**src/aic_pkg.sv**
```systemverilog
// aic_pkg: register map, field layout, codes and lookup tables of the converter control block.
// assumes a 16-bit register port with byte offsets as printed; shared by all aic modules.
package aic_pkg;

  localparam int ADDR_W     = 8;
  localparam int DATA_W     = 16;
  localparam int RES_W      = 10;
  localparam int NUM_FLAGS  = 6;
  localparam int SAMP_CNT_W = 11;

  // register offsets
  localparam logic [ADDR_W-1:0] OFS_CTL0   = 8'h00;
  localparam logic [ADDR_W-1:0] OFS_CTL1   = 8'h02;
  localparam logic [ADDR_W-1:0] OFS_CTL2   = 8'h04;
  localparam logic [ADDR_W-1:0] OFS_WLO    = 8'h06;
  localparam logic [ADDR_W-1:0] OFS_WHI    = 8'h08;
  localparam logic [ADDR_W-1:0] OFS_MCTL   = 8'h0a;
  localparam logic [ADDR_W-1:0] OFS_RESULT = 8'h12;
  localparam logic [ADDR_W-1:0] OFS_IE     = 8'h1a;
  localparam logic [ADDR_W-1:0] OFS_IFG    = 8'h1c;
  localparam logic [ADDR_W-1:0] OFS_IV     = 8'h1e;

  // reset values
  localparam logic [DATA_W-1:0] RST_CTL1 = 16'h0000;
  localparam logic [DATA_W-1:0] RST_CTL2 = 16'h1000;
  localparam logic [DATA_W-1:0] RST_WLO  = 16'h0000;
  localparam logic [DATA_W-1:0] RST_WHI  = 16'hff03;
  localparam logic [DATA_W-1:0] RST_MCTL = 16'h0000;
  localparam logic [DATA_W-1:0] RST_IE   = 16'h0000;

  // control register 0 fields
  localparam int CTL0_SHT_LSB = 8;
  localparam int CTL0_MSC_BIT = 7;
  localparam int CTL0_ON_BIT  = 4;
  localparam int CTL0_ENC_BIT = 1;
  localparam int CTL0_SC_BIT  = 0;

  // other writable masks and fields
  localparam logic [DATA_W-1:0] CTL1_WMASK   = 16'h0ffe;
  localparam logic [DATA_W-1:0] CTL2_WMASK   = 16'h031c;
  localparam logic [DATA_W-1:0] MCTL_WMASK   = 16'h00ff;
  localparam logic [DATA_W-1:0] FLAG_MASK    = 16'h003f;
  localparam int                CTL1_SEQ_LSB = 1;
  localparam int                CTL1_BSY_BIT = 0;

  // flag and enable bit positions
  localparam int FLG_READY = 0;
  localparam int FLG_OVF   = 1;
  localparam int FLG_TOV   = 2;
  localparam int FLG_HIGH  = 3;
  localparam int FLG_LOW   = 4;
  localparam int FLG_IN    = 5;

  // vector codes
  localparam logic [DATA_W-1:0] VEC_NONE  = 16'h0000;
  localparam logic [DATA_W-1:0] VEC_OVF   = 16'h0002;
  localparam logic [DATA_W-1:0] VEC_TOV   = 16'h0004;
  localparam logic [DATA_W-1:0] VEC_HIGH  = 16'h0006;
  localparam logic [DATA_W-1:0] VEC_LOW   = 16'h0008;
  localparam logic [DATA_W-1:0] VEC_IN    = 16'h000a;
  localparam logic [DATA_W-1:0] VEC_READY = 16'h000c;

  // sampling length per sample_time_sel code, in converter clock cycles
  localparam logic [SAMP_CNT_W-1:0] SAMPLE_LEN [16] = '{
    11'h004, 11'h008, 11'h010, 11'h020, 11'h040, 11'h060, 11'h080, 11'h0c0,
    11'h100, 11'h180, 11'h200, 11'h300, 11'h400, 11'h400, 11'h400, 11'h400};

  typedef enum logic [1:0] {
    SEQ_SINGLE     = 2'b00,
    SEQ_CHANNELS   = 2'b01,
    SEQ_REP_SINGLE = 2'b10,
    SEQ_REP_CHAN   = 2'b11
  } aic_conseq_e;

  typedef enum logic [1:0] {
    ST_IDLE    = 2'b00,
    ST_SAMPLE  = 2'b01,
    ST_CONVERT = 2'b10
  } aic_state_e;

  typedef struct packed {
    logic [3:0] sample_time_sel;
    logic       multi_sample_mode;
    logic       converter_power_on;
    logic       conversion_enable;
  } aic_ctl0_s;

  function automatic logic [SAMP_CNT_W-1:0] aic_sample_len(input logic [3:0] sel);
    aic_sample_len = SAMPLE_LEN[sel];
  endfunction : aic_sample_len

  // one-hot of the highest-priority pending source
  function automatic logic [NUM_FLAGS-1:0] aic_top_src(input logic [NUM_FLAGS-1:0] pend);
    aic_top_src = '0;
    if (pend[FLG_OVF])        aic_top_src[FLG_OVF]   = 1'b1;
    else if (pend[FLG_TOV])   aic_top_src[FLG_TOV]   = 1'b1;
    else if (pend[FLG_HIGH])  aic_top_src[FLG_HIGH]  = 1'b1;
    else if (pend[FLG_LOW])   aic_top_src[FLG_LOW]   = 1'b1;
    else if (pend[FLG_IN])    aic_top_src[FLG_IN]    = 1'b1;
    else if (pend[FLG_READY]) aic_top_src[FLG_READY] = 1'b1;
  endfunction : aic_top_src

  function automatic logic [DATA_W-1:0] aic_vec_code(input logic [NUM_FLAGS-1:0] top);
    aic_vec_code = VEC_NONE;
    if (top[FLG_OVF])        aic_vec_code = VEC_OVF;
    else if (top[FLG_TOV])   aic_vec_code = VEC_TOV;
    else if (top[FLG_HIGH])  aic_vec_code = VEC_HIGH;
    else if (top[FLG_LOW])   aic_vec_code = VEC_LOW;
    else if (top[FLG_IN])    aic_vec_code = VEC_IN;
    else if (top[FLG_READY]) aic_vec_code = VEC_READY;
  endfunction : aic_vec_code

endpackage : aic_pkg

```
**src/aic_sample_timer.sv**
```systemverilog
// aic_sample_timer: counts converter clock ticks for the sampling period.
// assumes tick_in is a one-cycle enable in the core clock domain.
module aic_sample_timer
  import aic_pkg::*;
(
  input  wire logic       core_clk_in,
  input  wire logic       reset_in,
  input  wire logic       start_in,
  input  wire logic       abort_in,
  input  wire logic       tick_in,
  input  wire logic [3:0] sht_in,
  output logic            done_out
);

  logic [SAMP_CNT_W-1:0] cnt_q;
  logic                  run_q;

  // length is read live so a field change while running takes effect at once
  always_ff @(posedge core_clk_in or posedge reset_in)
  begin
    if (reset_in)
    begin
      cnt_q    <= '0;
      run_q    <= 1'b0;
      done_out <= 1'b0;
    end
    else
    begin
      done_out <= 1'b0;
      if (abort_in)
        run_q <= 1'b0;
      else if (start_in)
      begin
        run_q <= 1'b1;
        cnt_q <= '0;
      end
      else if (run_q && tick_in)
      begin
        if (cnt_q + 11'h001 >= aic_sample_len(sht_in))
        begin
          run_q    <= 1'b0;
          done_out <= 1'b1;
        end
        else
          cnt_q <= cnt_q + 11'h001;
      end
    end
  end
endmodule : aic_sample_timer

```
**src/aic_converter_ctl.sv**
```systemverilog
// aic_converter_ctl: control, sequencing, window comparator and interrupt vector of a 10-bit converter.
// assumes a synchronous register port, an analog core answering conv_start_out with conv_done_in,
// and a one-cycle converter clock tick in the core clock domain.
// How it works
// loading a new result sets the conversion-ready flag
// interrupt request for ready needs its enable and the global enable
// new result over an unread one flags result overflow
// a trigger arriving during a conversion flags conversion-time overflow
// each completed conversion pulses the dma trigger when ready enable is clear
// all sources are prioritised into one vector register
// the vector shows only pending and enabled sources
// reading the vector clears the top source, never the ready flag
// reading the result or writing flags clears conversion-ready
// any vector write clears every flag
// interrupt stays raised while another enabled source remains pending
// codes: 0 none, 2 overflow, 4 time overflow, 6 high, 8 low, 10 in
// conversion-ready is lowest priority with code 12
// sample-time codes select 4 to 768 cycles, codes 12 to 15 give 1024
// with multi-sample mode in a sequence or repeat mode only the first edge starts, later conversions follow
// software start triggers once, self-clears, may come with enable
// control fields change only while enable is low, taking effect at once
// reserved control bits read zero and ignore writes; control register 2 bit 12 resets to one, a write with enable low clears it
// window flags: low below low, high above high, in strictly between
// window flags are set only with each new result, cleared by software
module aic_converter_ctl
  import aic_pkg::*;
#(
  parameter int CH_W = 4
)
(
  input  wire logic              core_clk_in,
  input  wire logic              reset_in,
  input  wire logic [ADDR_W-1:0] reg_addr_in,
  input  wire logic [DATA_W-1:0] reg_wdata_in,
  input  wire logic              reg_wr_in,
  input  wire logic              reg_rd_in,
  output logic      [DATA_W-1:0] reg_rdata_out,
  input  wire logic              global_irq_enable_in,
  input  wire logic              converter_clock_in,
  input  wire logic              sample_input_signal_in,
  input  wire logic              conv_done_in,
  input  wire logic [RES_W-1:0]  conv_data_in,
  output logic                   irq_out,
  output logic                   dma_trig_out,
  output logic                   conv_start_out,
  output logic                   sampling_out,
  output logic      [CH_W-1:0]   channel_out,
  output logic                   converter_power_on_out
);

  aic_ctl0_s             ctl0_q;
  logic                  sc_q;
  logic [DATA_W-1:0]     ctl1_q;
  logic [DATA_W-1:0]     ctl2_q;
  logic [DATA_W-1:0]     wlo_q;
  logic [DATA_W-1:0]     whi_q;
  logic [DATA_W-1:0]     mctl_q;
  logic [DATA_W-1:0]     ie_q;
  logic [RES_W-1:0]      result_q;
  logic [NUM_FLAGS-1:0]  flags_q;
  logic [NUM_FLAGS-1:0]  flags_d;
  aic_state_e            state_q;
  logic                  unread_q;
  logic                  shi_q;
  logic                  auto_q;
  logic                  seq_pend_q;

  logic                  wr_ctl0;
  logic                  rd_iv;
  logic                  rd_res;
  logic                  shi_rise;
  logic                  trig_req;
  logic                  busy;
  logic                  accept;
  logic                  tov_evt;
  logic                  load;
  logic                  more_seq;
  logic                  go_on;
  logic                  abort;
  logic                  timer_start;
  logic                  timer_done;
  logic                  locked;
  aic_conseq_e           conseq;
  logic [NUM_FLAGS-1:0]  pend;
  logic [NUM_FLAGS-1:0]  top;
  logic [DATA_W-1:0]     res_word;
  logic [DATA_W-1:0]     ctl0_word;

  assign wr_ctl0   = reg_wr_in && reg_addr_in == OFS_CTL0;
  assign rd_iv     = reg_rd_in && reg_addr_in == OFS_IV;
  assign rd_res    = reg_rd_in && reg_addr_in == OFS_RESULT;
  assign locked    = ctl0_q.conversion_enable;
  assign conseq    = aic_conseq_e'(ctl1_q[CTL1_SEQ_LSB +: 2]);
  assign shi_rise  = sample_input_signal_in && !shi_q;
  assign trig_req  = (sc_q || shi_rise) && ctl0_q.conversion_enable && ctl0_q.converter_power_on;
  assign busy      = state_q != ST_IDLE;
  assign accept    = trig_req && !busy;
  assign tov_evt   = trig_req && busy && !auto_q;
  assign load      = state_q == ST_CONVERT && conv_done_in;
  assign more_seq  = conseq[0] && chan_nonzero(channel_out);
  assign abort     = busy && (!ctl0_q.converter_power_on
                     || (!ctl0_q.conversion_enable && conseq == SEQ_SINGLE));
  // automatic follow-on only with multi-sample mode in a sequence or repeat mode
  assign go_on     = load && ctl0_q.multi_sample_mode && conseq != SEQ_SINGLE
                     && (more_seq || (conseq[1] && ctl0_q.conversion_enable));
  assign timer_start = !abort && ((state_q == ST_IDLE && accept) || go_on);
  assign pend      = flags_q & ie_q[NUM_FLAGS-1:0];
  assign top       = aic_top_src(pend);
  assign res_word  = DATA_W'(result_q);
  assign ctl0_word = (DATA_W'(ctl0_q.sample_time_sel) << CTL0_SHT_LSB)
                   | (DATA_W'(ctl0_q.multi_sample_mode) << CTL0_MSC_BIT)
                   | (DATA_W'(ctl0_q.converter_power_on) << CTL0_ON_BIT)
                   | (DATA_W'(ctl0_q.conversion_enable) << CTL0_ENC_BIT);

  function automatic logic chan_nonzero(input logic [CH_W-1:0] ch);
    chan_nonzero = ch != '0;
  endfunction : chan_nonzero

  aic_sample_timer u_timer (
    .core_clk_in (core_clk_in),
    .reset_in    (reset_in),
    .start_in    (timer_start),
    .abort_in    (abort),
    .tick_in     (converter_clock_in),
    .sht_in      (ctl0_q.sample_time_sel),
    .done_out    (timer_done)
  );

  // control register 0; the start bit is a one-cycle pulse and reads back zero
  always_ff @(posedge core_clk_in or posedge reset_in)
  begin
    if (reset_in)
    begin
      ctl0_q <= '0;
      sc_q   <= 1'b0;
    end
    else
    begin
      sc_q <= wr_ctl0 && reg_wdata_in[CTL0_SC_BIT];
      if (wr_ctl0)
      begin
        ctl0_q.conversion_enable <= reg_wdata_in[CTL0_ENC_BIT];
        if (!locked)
        begin
          ctl0_q.sample_time_sel    <= reg_wdata_in[CTL0_SHT_LSB +: 4];
          ctl0_q.multi_sample_mode  <= reg_wdata_in[CTL0_MSC_BIT];
          ctl0_q.converter_power_on <= reg_wdata_in[CTL0_ON_BIT];
        end
      end
    end
  end

  // remaining configuration registers
  always_ff @(posedge core_clk_in or posedge reset_in)
  begin
    if (reset_in)
    begin
      ctl1_q <= RST_CTL1;
      ctl2_q <= RST_CTL2;
      wlo_q  <= RST_WLO;
      whi_q  <= RST_WHI;
      mctl_q <= RST_MCTL;
      ie_q   <= RST_IE;
    end
    else if (reg_wr_in)
    begin
      unique case (reg_addr_in)
        OFS_CTL1: if (!locked) ctl1_q <= reg_wdata_in & CTL1_WMASK;
        OFS_CTL2: if (!locked) ctl2_q <= reg_wdata_in & CTL2_WMASK;
        OFS_MCTL: if (!locked) mctl_q <= reg_wdata_in & MCTL_WMASK;
        OFS_WLO:  wlo_q <= reg_wdata_in;
        OFS_WHI:  whi_q <= reg_wdata_in;
        OFS_IE:   ie_q  <= reg_wdata_in & FLAG_MASK;
        default:  ;
      endcase
    end
  end

  // sequencer
  always_ff @(posedge core_clk_in or posedge reset_in)
  begin
    if (reset_in)
    begin
      state_q        <= ST_IDLE;
      sampling_out   <= 1'b0;
      conv_start_out <= 1'b0;
      auto_q         <= 1'b0;
    end
    else
    begin
      conv_start_out <= 1'b0;
      if (abort)
      begin
        state_q      <= ST_IDLE;
        sampling_out <= 1'b0;
        auto_q       <= 1'b0;
      end
      else
      begin
        unique case (state_q)
          ST_IDLE:
          begin
            if (accept)
            begin
              state_q      <= ST_SAMPLE;
              sampling_out <= 1'b1;
              // later edges are ignored while the automatic run lasts
              auto_q       <= ctl0_q.multi_sample_mode && conseq != SEQ_SINGLE;
            end
          end
          ST_SAMPLE:
          begin
            if (timer_done)
            begin
              state_q        <= ST_CONVERT;
              sampling_out   <= 1'b0;
              conv_start_out <= 1'b1;
            end
          end
          ST_CONVERT:
          begin
            if (conv_done_in)
            begin
              state_q      <= go_on ? ST_SAMPLE : ST_IDLE;
              sampling_out <= go_on;
              auto_q       <= go_on;
            end
          end
          default:
          begin
            state_q      <= ST_IDLE;
            sampling_out <= 1'b0;
          end
        endcase
      end
    end
  end

  // channel pointer walks down to zero in sequence modes
  always_ff @(posedge core_clk_in or posedge reset_in)
  begin
    if (reset_in)
    begin
      channel_out <= '0;
      seq_pend_q  <= 1'b0;
    end
    else if (abort || !ctl0_q.conversion_enable && !busy)
      seq_pend_q <= 1'b0;
    else if (accept)
      channel_out <= seq_pend_q ? channel_out : mctl_q[CH_W-1:0];
    else if (load)
    begin
      channel_out <= more_seq ? channel_out - 1'b1 : mctl_q[CH_W-1:0];
      seq_pend_q  <= more_seq;
    end
  end

  // result register and its unread marker
  always_ff @(posedge core_clk_in or posedge reset_in)
  begin
    if (reset_in)
    begin
      result_q <= '0;
      unread_q <= 1'b0;
      shi_q    <= 1'b0;
    end
    else
    begin
      shi_q <= sample_input_signal_in;
      if (load)
        result_q <= conv_data_in;
      else if (reg_wr_in && reg_addr_in == OFS_RESULT)
        result_q <= reg_wdata_in[RES_W-1:0];
      unread_q <= load || (unread_q && !rd_res);
    end
  end

  // flags: clears first, hardware sets last so a same-cycle event is kept
  always_comb
  begin
    logic [NUM_FLAGS-1:0] base;
    logic [NUM_FLAGS-1:0] clr;
    logic [NUM_FLAGS-1:0] set;
    base = flags_q;
    clr  = '0;
    set  = '0;
    if (reg_wr_in && reg_addr_in == OFS_IFG)
      base = reg_wdata_in[NUM_FLAGS-1:0];
    if (reg_wr_in && reg_addr_in == OFS_IV)
      base = '0;
    if (rd_iv)
      clr = top & ~(NUM_FLAGS'(1) << FLG_READY);
    if (rd_res)
      clr[FLG_READY] = 1'b1;
    if (load)
    begin
      set[FLG_READY] = 1'b1;
      set[FLG_OVF]   = unread_q && !rd_res;
      set[FLG_LOW]   = res_in_word(conv_data_in) < wlo_q;
      set[FLG_HIGH]  = res_in_word(conv_data_in) > whi_q;
      set[FLG_IN]    = res_in_word(conv_data_in) > wlo_q && res_in_word(conv_data_in) < whi_q;
    end
    set[FLG_TOV] = tov_evt;
    flags_d = (base & ~clr) | set;
  end

  function automatic logic [DATA_W-1:0] res_in_word(input logic [RES_W-1:0] r);
    res_in_word = DATA_W'(r);
  endfunction : res_in_word

  // flags, interrupt and dma outputs
  always_ff @(posedge core_clk_in or posedge reset_in)
  begin
    if (reset_in)
    begin
      flags_q      <= '0;
      irq_out      <= 1'b0;
      dma_trig_out <= 1'b0;
    end
    else
    begin
      flags_q      <= flags_d;
      // level request re-raises while any enabled source stays pending
      irq_out      <= global_irq_enable_in && (pend != '0);
      dma_trig_out <= load && !ie_q[FLG_READY];
    end
  end

  // read port: data stands for exactly one cycle after the strobe
  always_ff @(posedge core_clk_in or posedge reset_in)
  begin
    if (reset_in)
      reg_rdata_out <= '0;
    else if (!reg_rd_in)
      reg_rdata_out <= '0;
    else
    begin
      unique case (reg_addr_in)
        OFS_CTL0:   reg_rdata_out <= ctl0_word;
        OFS_CTL1:   reg_rdata_out <= ctl1_q | (DATA_W'(busy) << CTL1_BSY_BIT);
        OFS_CTL2:   reg_rdata_out <= ctl2_q;
        OFS_WLO:    reg_rdata_out <= wlo_q;
        OFS_WHI:    reg_rdata_out <= whi_q;
        OFS_MCTL:   reg_rdata_out <= mctl_q;
        OFS_RESULT: reg_rdata_out <= res_word;
        OFS_IE:     reg_rdata_out <= ie_q;
        OFS_IFG:    reg_rdata_out <= DATA_W'(flags_q);
        OFS_IV:     reg_rdata_out <= aic_vec_code(top);
        default:    reg_rdata_out <= '0;
      endcase
    end
  end

  assign converter_power_on_out = ctl0_q.converter_power_on;
endmodule : aic_converter_ctl

```
**config.mk**
```make
export PLATFORM = sky130hd
export DESIGN_NAME = aic_converter_ctl
export DESIGN_NICKNAME = d
export VERILOG_FILES = /design/src/aic_pkg.sv /design/src/aic_sample_timer.sv /design/src/aic_converter_ctl.sv
export SDC_FILE = /design/constraint.sdc
export NUM_CORES = 1
export LEC_CHECK = 0
export ABC_CLOCK_PERIOD_IN_PS = 4100
export BUFFER_PORTS_ARGS = -buffer_cell sky130_fd_sc_hd__buf_4
export CAP_MARGIN = 25
export CORE_MARGIN = 1
export CORE_UTILIZATION = 40
export CTS_BUF_LIST = sky130_fd_sc_hd__clkbuf_8
export DETAILED_ROUTE_END_ITERATION = 6
export GPL_ROUTABILITY_DRIVEN = 1
export SLEW_MARGIN = 20
export SYNTH_ARGS = -nofsm -noshare
export SYNTH_HDL_FRONTEND = slang
export SYNTH_SLANG_ARGS = --single-unit
```
**constraint.sdc**
```tcl
create_clock -name core_clk_in -period 4.1 [get_ports core_clk_in]
set_input_delay 0.41 -clock core_clk_in [delete_from_list [all_inputs] [get_ports core_clk_in]]
set_output_delay 0.41 -clock core_clk_in [all_outputs]
set_load 0.05 [all_outputs]
```
# Yosys cells after proc, flatten, opt, wreduce, memory -nomap -nowiden
# Memories as Yosys holds them, arrays and structs flattened.
# Cells that the tools add are included.
[totals]
inputBits = 42
rom_bits = 176
out_inout_bits = 25
mem_count = 1
wordCells = 204
ff_bits = 130
[op_classes]
n_lt_le_gt_ge = 6
eq_ne = 17
addsub = 2
n_bitwise = 12
reduce_logical = 71
muxes = 68
[memory_table]
columns = ["name", "depth", "width", "rd", "rd_clocked_by_memory_dff", "wr", "line_no", "rtl"]
rows = [
  ["(name not given)", 16, 11, 1, 0, 0, "aic_pkg.sv:89", "aic_sample_len = SAMPLE_LEN[sel];"],
]
[op_table]
columns = ["cell", "count"]
rows = [
  ["case mux 16 bit (10 select lines)", 1],
  ["two-way mux 11 bit", 5],
  ["two-way mux 4 bit", 11],
  ["two-way mux 1 bit", 34],
  ["== test 8 x 5 -> 1 bit (second input constant)", 4],
  ["greater-than comparator 10 x 16 -> 1 bit", 2],
  ["less-than comparator 10 x 16 -> 1 bit", 2],
  ["logical AND 1 bit", 30],
  ["AND reduction 3 bit", 7],
  ["two-way mux 10 bit", 2],
  ["two-way mux 6 bit", 3],
  ["== test 8 x 3 -> 1 bit (second input constant)", 2],
  ["== test 8 x 4 -> 1 bit (second input constant)", 2],
  ["two-way mux 16 bit", 1],
  ["AND 6 bit", 2],
  ["two-way mux 2 bit", 6],
  ["bitwise OR 12 x 1 -> 12 bit", 1],
  ["bitwise OR 12 x 2 -> 12 bit", 1],
  ["bitwise OR 12 x 5 -> 12 bit", 1],
  ["bitwise OR 12 x 8 -> 12 bit", 1],
  ["AND reduction 2 bit", 6],
  ["nonzero test 2 bit", 6],
  ["adder 11 x 1 -> 11 bit (second input constant)", 1],
  [">= comparator 11 bit", 1],
  ["24 further kinds", 44],
]

# Longest topological paths before layout
[logic_depth]
depth_word = 15
mapped_depth = 13
ltp_nobuf = 11

# By module
# Synthesis repeated with hierarchy kept, for this count alone.
[unflattened]
cells_unflattened = 677
area_unflattened_um2 = 7128.1
[modules_own_cells]
columns = ["mod", "cells_per_inst", "instances", "area_each_um2", "seq_area_each_um2"]
rows = [
  ["aic_converter_ctl", 576, 1, 6097.1, 2941.6],
  ["aic_sample_timer", 101, 1, 1031.0, 325.3],
]

# Worst setup path before layout
# Ideal clock, no wire load.
[synth_path]
path_type = "register to register"
start = "register u_timer.cnt_q[0]"
end = "register u_timer.cnt_q[10]"
path_stages_with_launch = 14
t_required_ns = 3.978
t_arrival_ns = 2.876
path_slack_ns = 1.103
synth_period_minus_slack_ns = 2.997
path_buffers = 2
path_cell_list = "dfrtp_1 -> ha_1 -> nand2_1 -> nor2_1 -> nand4_1 -> xnor2_1 -> ha_1 -> a21oi_1 -> o21ai_0 -> or3_1 -> clkbuf_1 -> or2_2 -> clkbuf_1 -> a32o_1"
[synth_between]
elab_chain_cells = 4
word_cells_on_any_way = 7
classes_between = "add/sub: 1; order compare: 1; eq/ne: 1; mux: 3; reduce/logical: 1"
[synth_rtl]
columns = ["item", "line_no", "rtl"]
rows = [
  ["start, declared", "aic_sample_timer.sv:15", "logic [SAMP_CNT_W-1:0] cnt_q;"],
  ["start signal, assigned", "aic_sample_timer.sv:45", "cnt_q <= cnt_q + 11'h001;"],
  ["adder 11 x 1 -> 11 bit *", "aic_sample_timer.sv:39, aic_sample_timer.sv:45", ""],
  [">= comparator 11 bit or two-way mux 11 bit (tied branches)", "aic_sample_timer.sv:39", "if (cnt_q + 11'h001 >= aic_sample_len(sht_in))"],
  ["!= test 2 bit (no line) or two-way mux 11 bit (tied branches)", "n/a", ""],
  ["AND reduction 3 bit (no line) or two-way mux 11 bit (tied branches)", "n/a", ""],
]
# Mark *: on every way between the ends. The rest lies on a longest branch, timed or not. The select of a mux whose other input is x is not followed.
# A chain may end at the register's enable or synchronous reset.

# Final worst setup path
[layout_path]
start = "register u_timer.cnt_q[0]"
end = "register u_timer.cnt_q[2]"
# Same word-level chain as after synthesis.

==> metrics.md <==
| Metric | Value |
|---|---|
| Status | `finished clean` |
| Synth Cell Area | `roughly 7000 um^2` |
| Number of synthesis warnings | `0` |
| Worst VDD drop | `approximately 0.00019 V` |
| Hold Crit Class | `in -> reg` |
| Num rows | `48` |
| Routed Antenna Nets | `0` |
| Worst stage delay on the critical path | `around 0.55 ns` |
| Total clock sinks | `130` |
| Share of cells above drive strength 1 | `26.75%` |
| Drt drc | `0` |
| Max-slew violation count | `0` |
| Vias per std cell | `around 5.8` |
| Max Clock Freq | `291.9 MHz` |
| Tightest Pin Transition | `0.9237 ns` |
| CP delay by family, top | `simple AND/OR/NAND/NOR gates` |
| Antenna violations before repair | `0` |
| Post-synth EDFFs | `0` |
| Slew headroom | `between 30 and 40%` |
| Die Y | `~140 um` |
| Final WL | `19770 um` |
| Nets | `a little over 800` |
| First-pass detailed-route iteration total | `5` |
| Slowest CP cell | `nor3_1` |
| Worst-path fanout max | `8` |
| Static Leak | `between 3 and 4 nW` |
| Mean Syn Cell Area | `about 11 um^2` |
| Maxcap violations | `0` |
| WS Path Type | `reg -> reg` |
| I/O Pins | `67` |
| Utilization after layout | `47.71%` |
| WP buf/inv | `0` |
| Grt ovf | `0` |
| Diodes inserted | `0` |
| Total number of vias | `approximately 5700` |
| Clock Path Buffers | `2` |
| DR iter-0 viols | `between 300 and 400` |
| Largest net degree at the start of global routing | `between 70 and 80` |
| Vias in the first global route | `about 5900` |
| Most used cell, CP | `ha_1` |
| Share of the synthesized area in the top cell type | `41.33%` |
| IO buf count | `66` |
| Worst setup EP type | `flop` |
| Top_reg_cell synth | `dfrtp_1` |
| Number of CTS-inserted buffers | `17` |
| Most frequent cell after synthesis | `dfrtp_1` |
| Tcrit/Tclk final | `between 80% and 90%` |
| Dpl cells | `951` |
| Post-cts resize count | `0` |
| DIE WIDTH | `roughly 140 um` |
| Clk root buf | `clkbuf_8` |
| Period minus WS final | `around 3.4 ns` |
| Post-synth top area cell | `dfrtp_1` |
| Die Area | `roughly 19000 um^2` |
| Critical path arrival | `between 3 and 4 ns` |
| FFs w/ async S/R, synth | `between 90% and 100%` |
| Core area | `17420 um^2` |
| Post-DP HPWL | `about 14000 um` |
| Post-synthesis instance total | `~690` |
| DR WL/cell | `about 20 um` |
| Initial Util | `between 40 and 50%` |
| Netlist cell types | `between 60 and 70` |
| Cell Chain, Critical Path | `ha_1 > nand2_1 > nor2_1 > nand4_1 > xnor2_1 > ha_1 > a21oi_1 > o21ai_0 > or3_1 > nor3_1 > a32o_1` |
| Critical path data required time | `~4.5 ns` |
| Critical path startpoint category | `flop` |
| #FFs+latches synth | `130` |
| Post-route cell area | `around 8300 um^2` |
| CTS Hold Buffers Added | `0` |
| Non-filler cells, final | `about 1000` |
| Post-CTS setup buffers | `0` |
| Setup TNS | `0 ns` |
| Placed Instance Area | `a little under 8000 um^2` |
| Clk_lat worst skew | `around 0.45 ns` |
| Final setup vio count | `0` |
| Placer Congestion | `between 0.9 and 1` |
| First-pass GRT wire length | `around 32000 um` |
| Total GRT Usage | `23.05%` |
| CTS tree | `done` |
| Final Hold Viols | `0` |
| H-tree levels | `4` |
| Register area share after synthesis | `a little under half` |
| Cell Pwr Density | `334.3 nW/um^2` |
| Synth cell count leaders | `dfrtp_1 (119), mux2_2 (61), nand2_1 (53)` |
| Syn Nets | `760` |
| RSZ-0062 raised after global routing | `no` |
| Skew final | `0.01251 ns` |
| P&R area growth vs syn | `15.34%` |
| Synth top area cells | `dfrtp_1 (41%), mux2_2 (9.5%), ha_1 (5.6%)` |
| Clock transition at path regs | `~0.070 ns` |
-- cell type report --
type	count	area, um^2
clock buffer	18	247.7
clock inverter	13	147.6
fill	1671	9107
inverter	29	111.4
multi-input combinational	496	3684
sequential	130	3267
tap	225	281.5
timing repair buffer	73	570.5
-- registers in the layout (all words and copies together) (netlist names), 4 cells and up --
name	cells
result_q	10
whi_q	16
channel_out	4
wlo_q	16
ctl0_q	5
mctl_q	8
ie_q	6
u_timer.cnt_q	11
flags_q	6
ctl2_q	6
reg_rdata_out	16
ctl1_q	11
-- report_power, final --
group	internal, mW	switching [mW]	total, mW
logic	0.118	0.160	0.278
registers	1.34	0.0465	1.38
clock network	0.604	0.514	1.12
total	2.06	0.721	2.78
-- worst paths after layout --
check	start	end	slack, ns	cells after the start
max	u_timer.cnt_q[0]	u_timer.cnt_q[2]	0.67	11
min	sample_input_signal_in	shi_q	0.08	1
max reg2reg	u_timer.cnt_q[0]	u_timer.cnt_q[2]	0.67	11
min reg2reg	unread_q	unread_q	0.49	2
max in group asynchronous	reset_in	unread_q	2.60	5
min in group asynchronous	reset_in	wlo_q[14]	0.49	3
-- stage by stage --
stage	setup WS (ns)	hold WS, ns	total power, mW
2_1_floorplan	0.2389	0.4403	1.559
3_3_place_gp	0.8795	0.4578	1.669
3_5_place_dp	0.7262	0.4764	1.679
4_1_cts	0.6861	0.04276	2.804
5_1_grt	0.4209	0.03988	2.907
6_report	0.6740	0.07794	2.777
-- layer usage --
metal | wire length [um] | track usage [%] | vias up
li1 | - | - | 2650
met1 | 9081 | 30.71 | 2829
met2 | 9178 | 35.67 | 184
met3 | 1039 | 5.071 | 42
met4 | 467 | 10.43 | 0
met5 | 0 | 0 | -
-- placed cells by master, fill, tap and decap left out, drive strengths merged, types with 9 or more instances in the layout --
cell type / n
inv: 31
buf: 72
dfstp: 11
mux2i: 26
a22oi: 26
o21ai: 37
nand3: 16
and3: 9
mux2: 71
ha: 32
dfrtp: 119
nand2b: 11
nor2: 37
a21oi: 39
nor2b: 12
nand2: 55
clkbuf: 18
nor3: 14
-- logic make-up after synthesis --
logic type / count (synthesis) / synth area share (%)
compound gates: 159 / 14.50
simple gates: 197 / 14.26
flops: 130 / 45.35
xor+xnor: 10 / 1.216
mux: 98 / 15.54
buf+inv: 60 / 3.578
fa+ha+maj: 32 / 5.557
(Power assumes the default switching activity.)
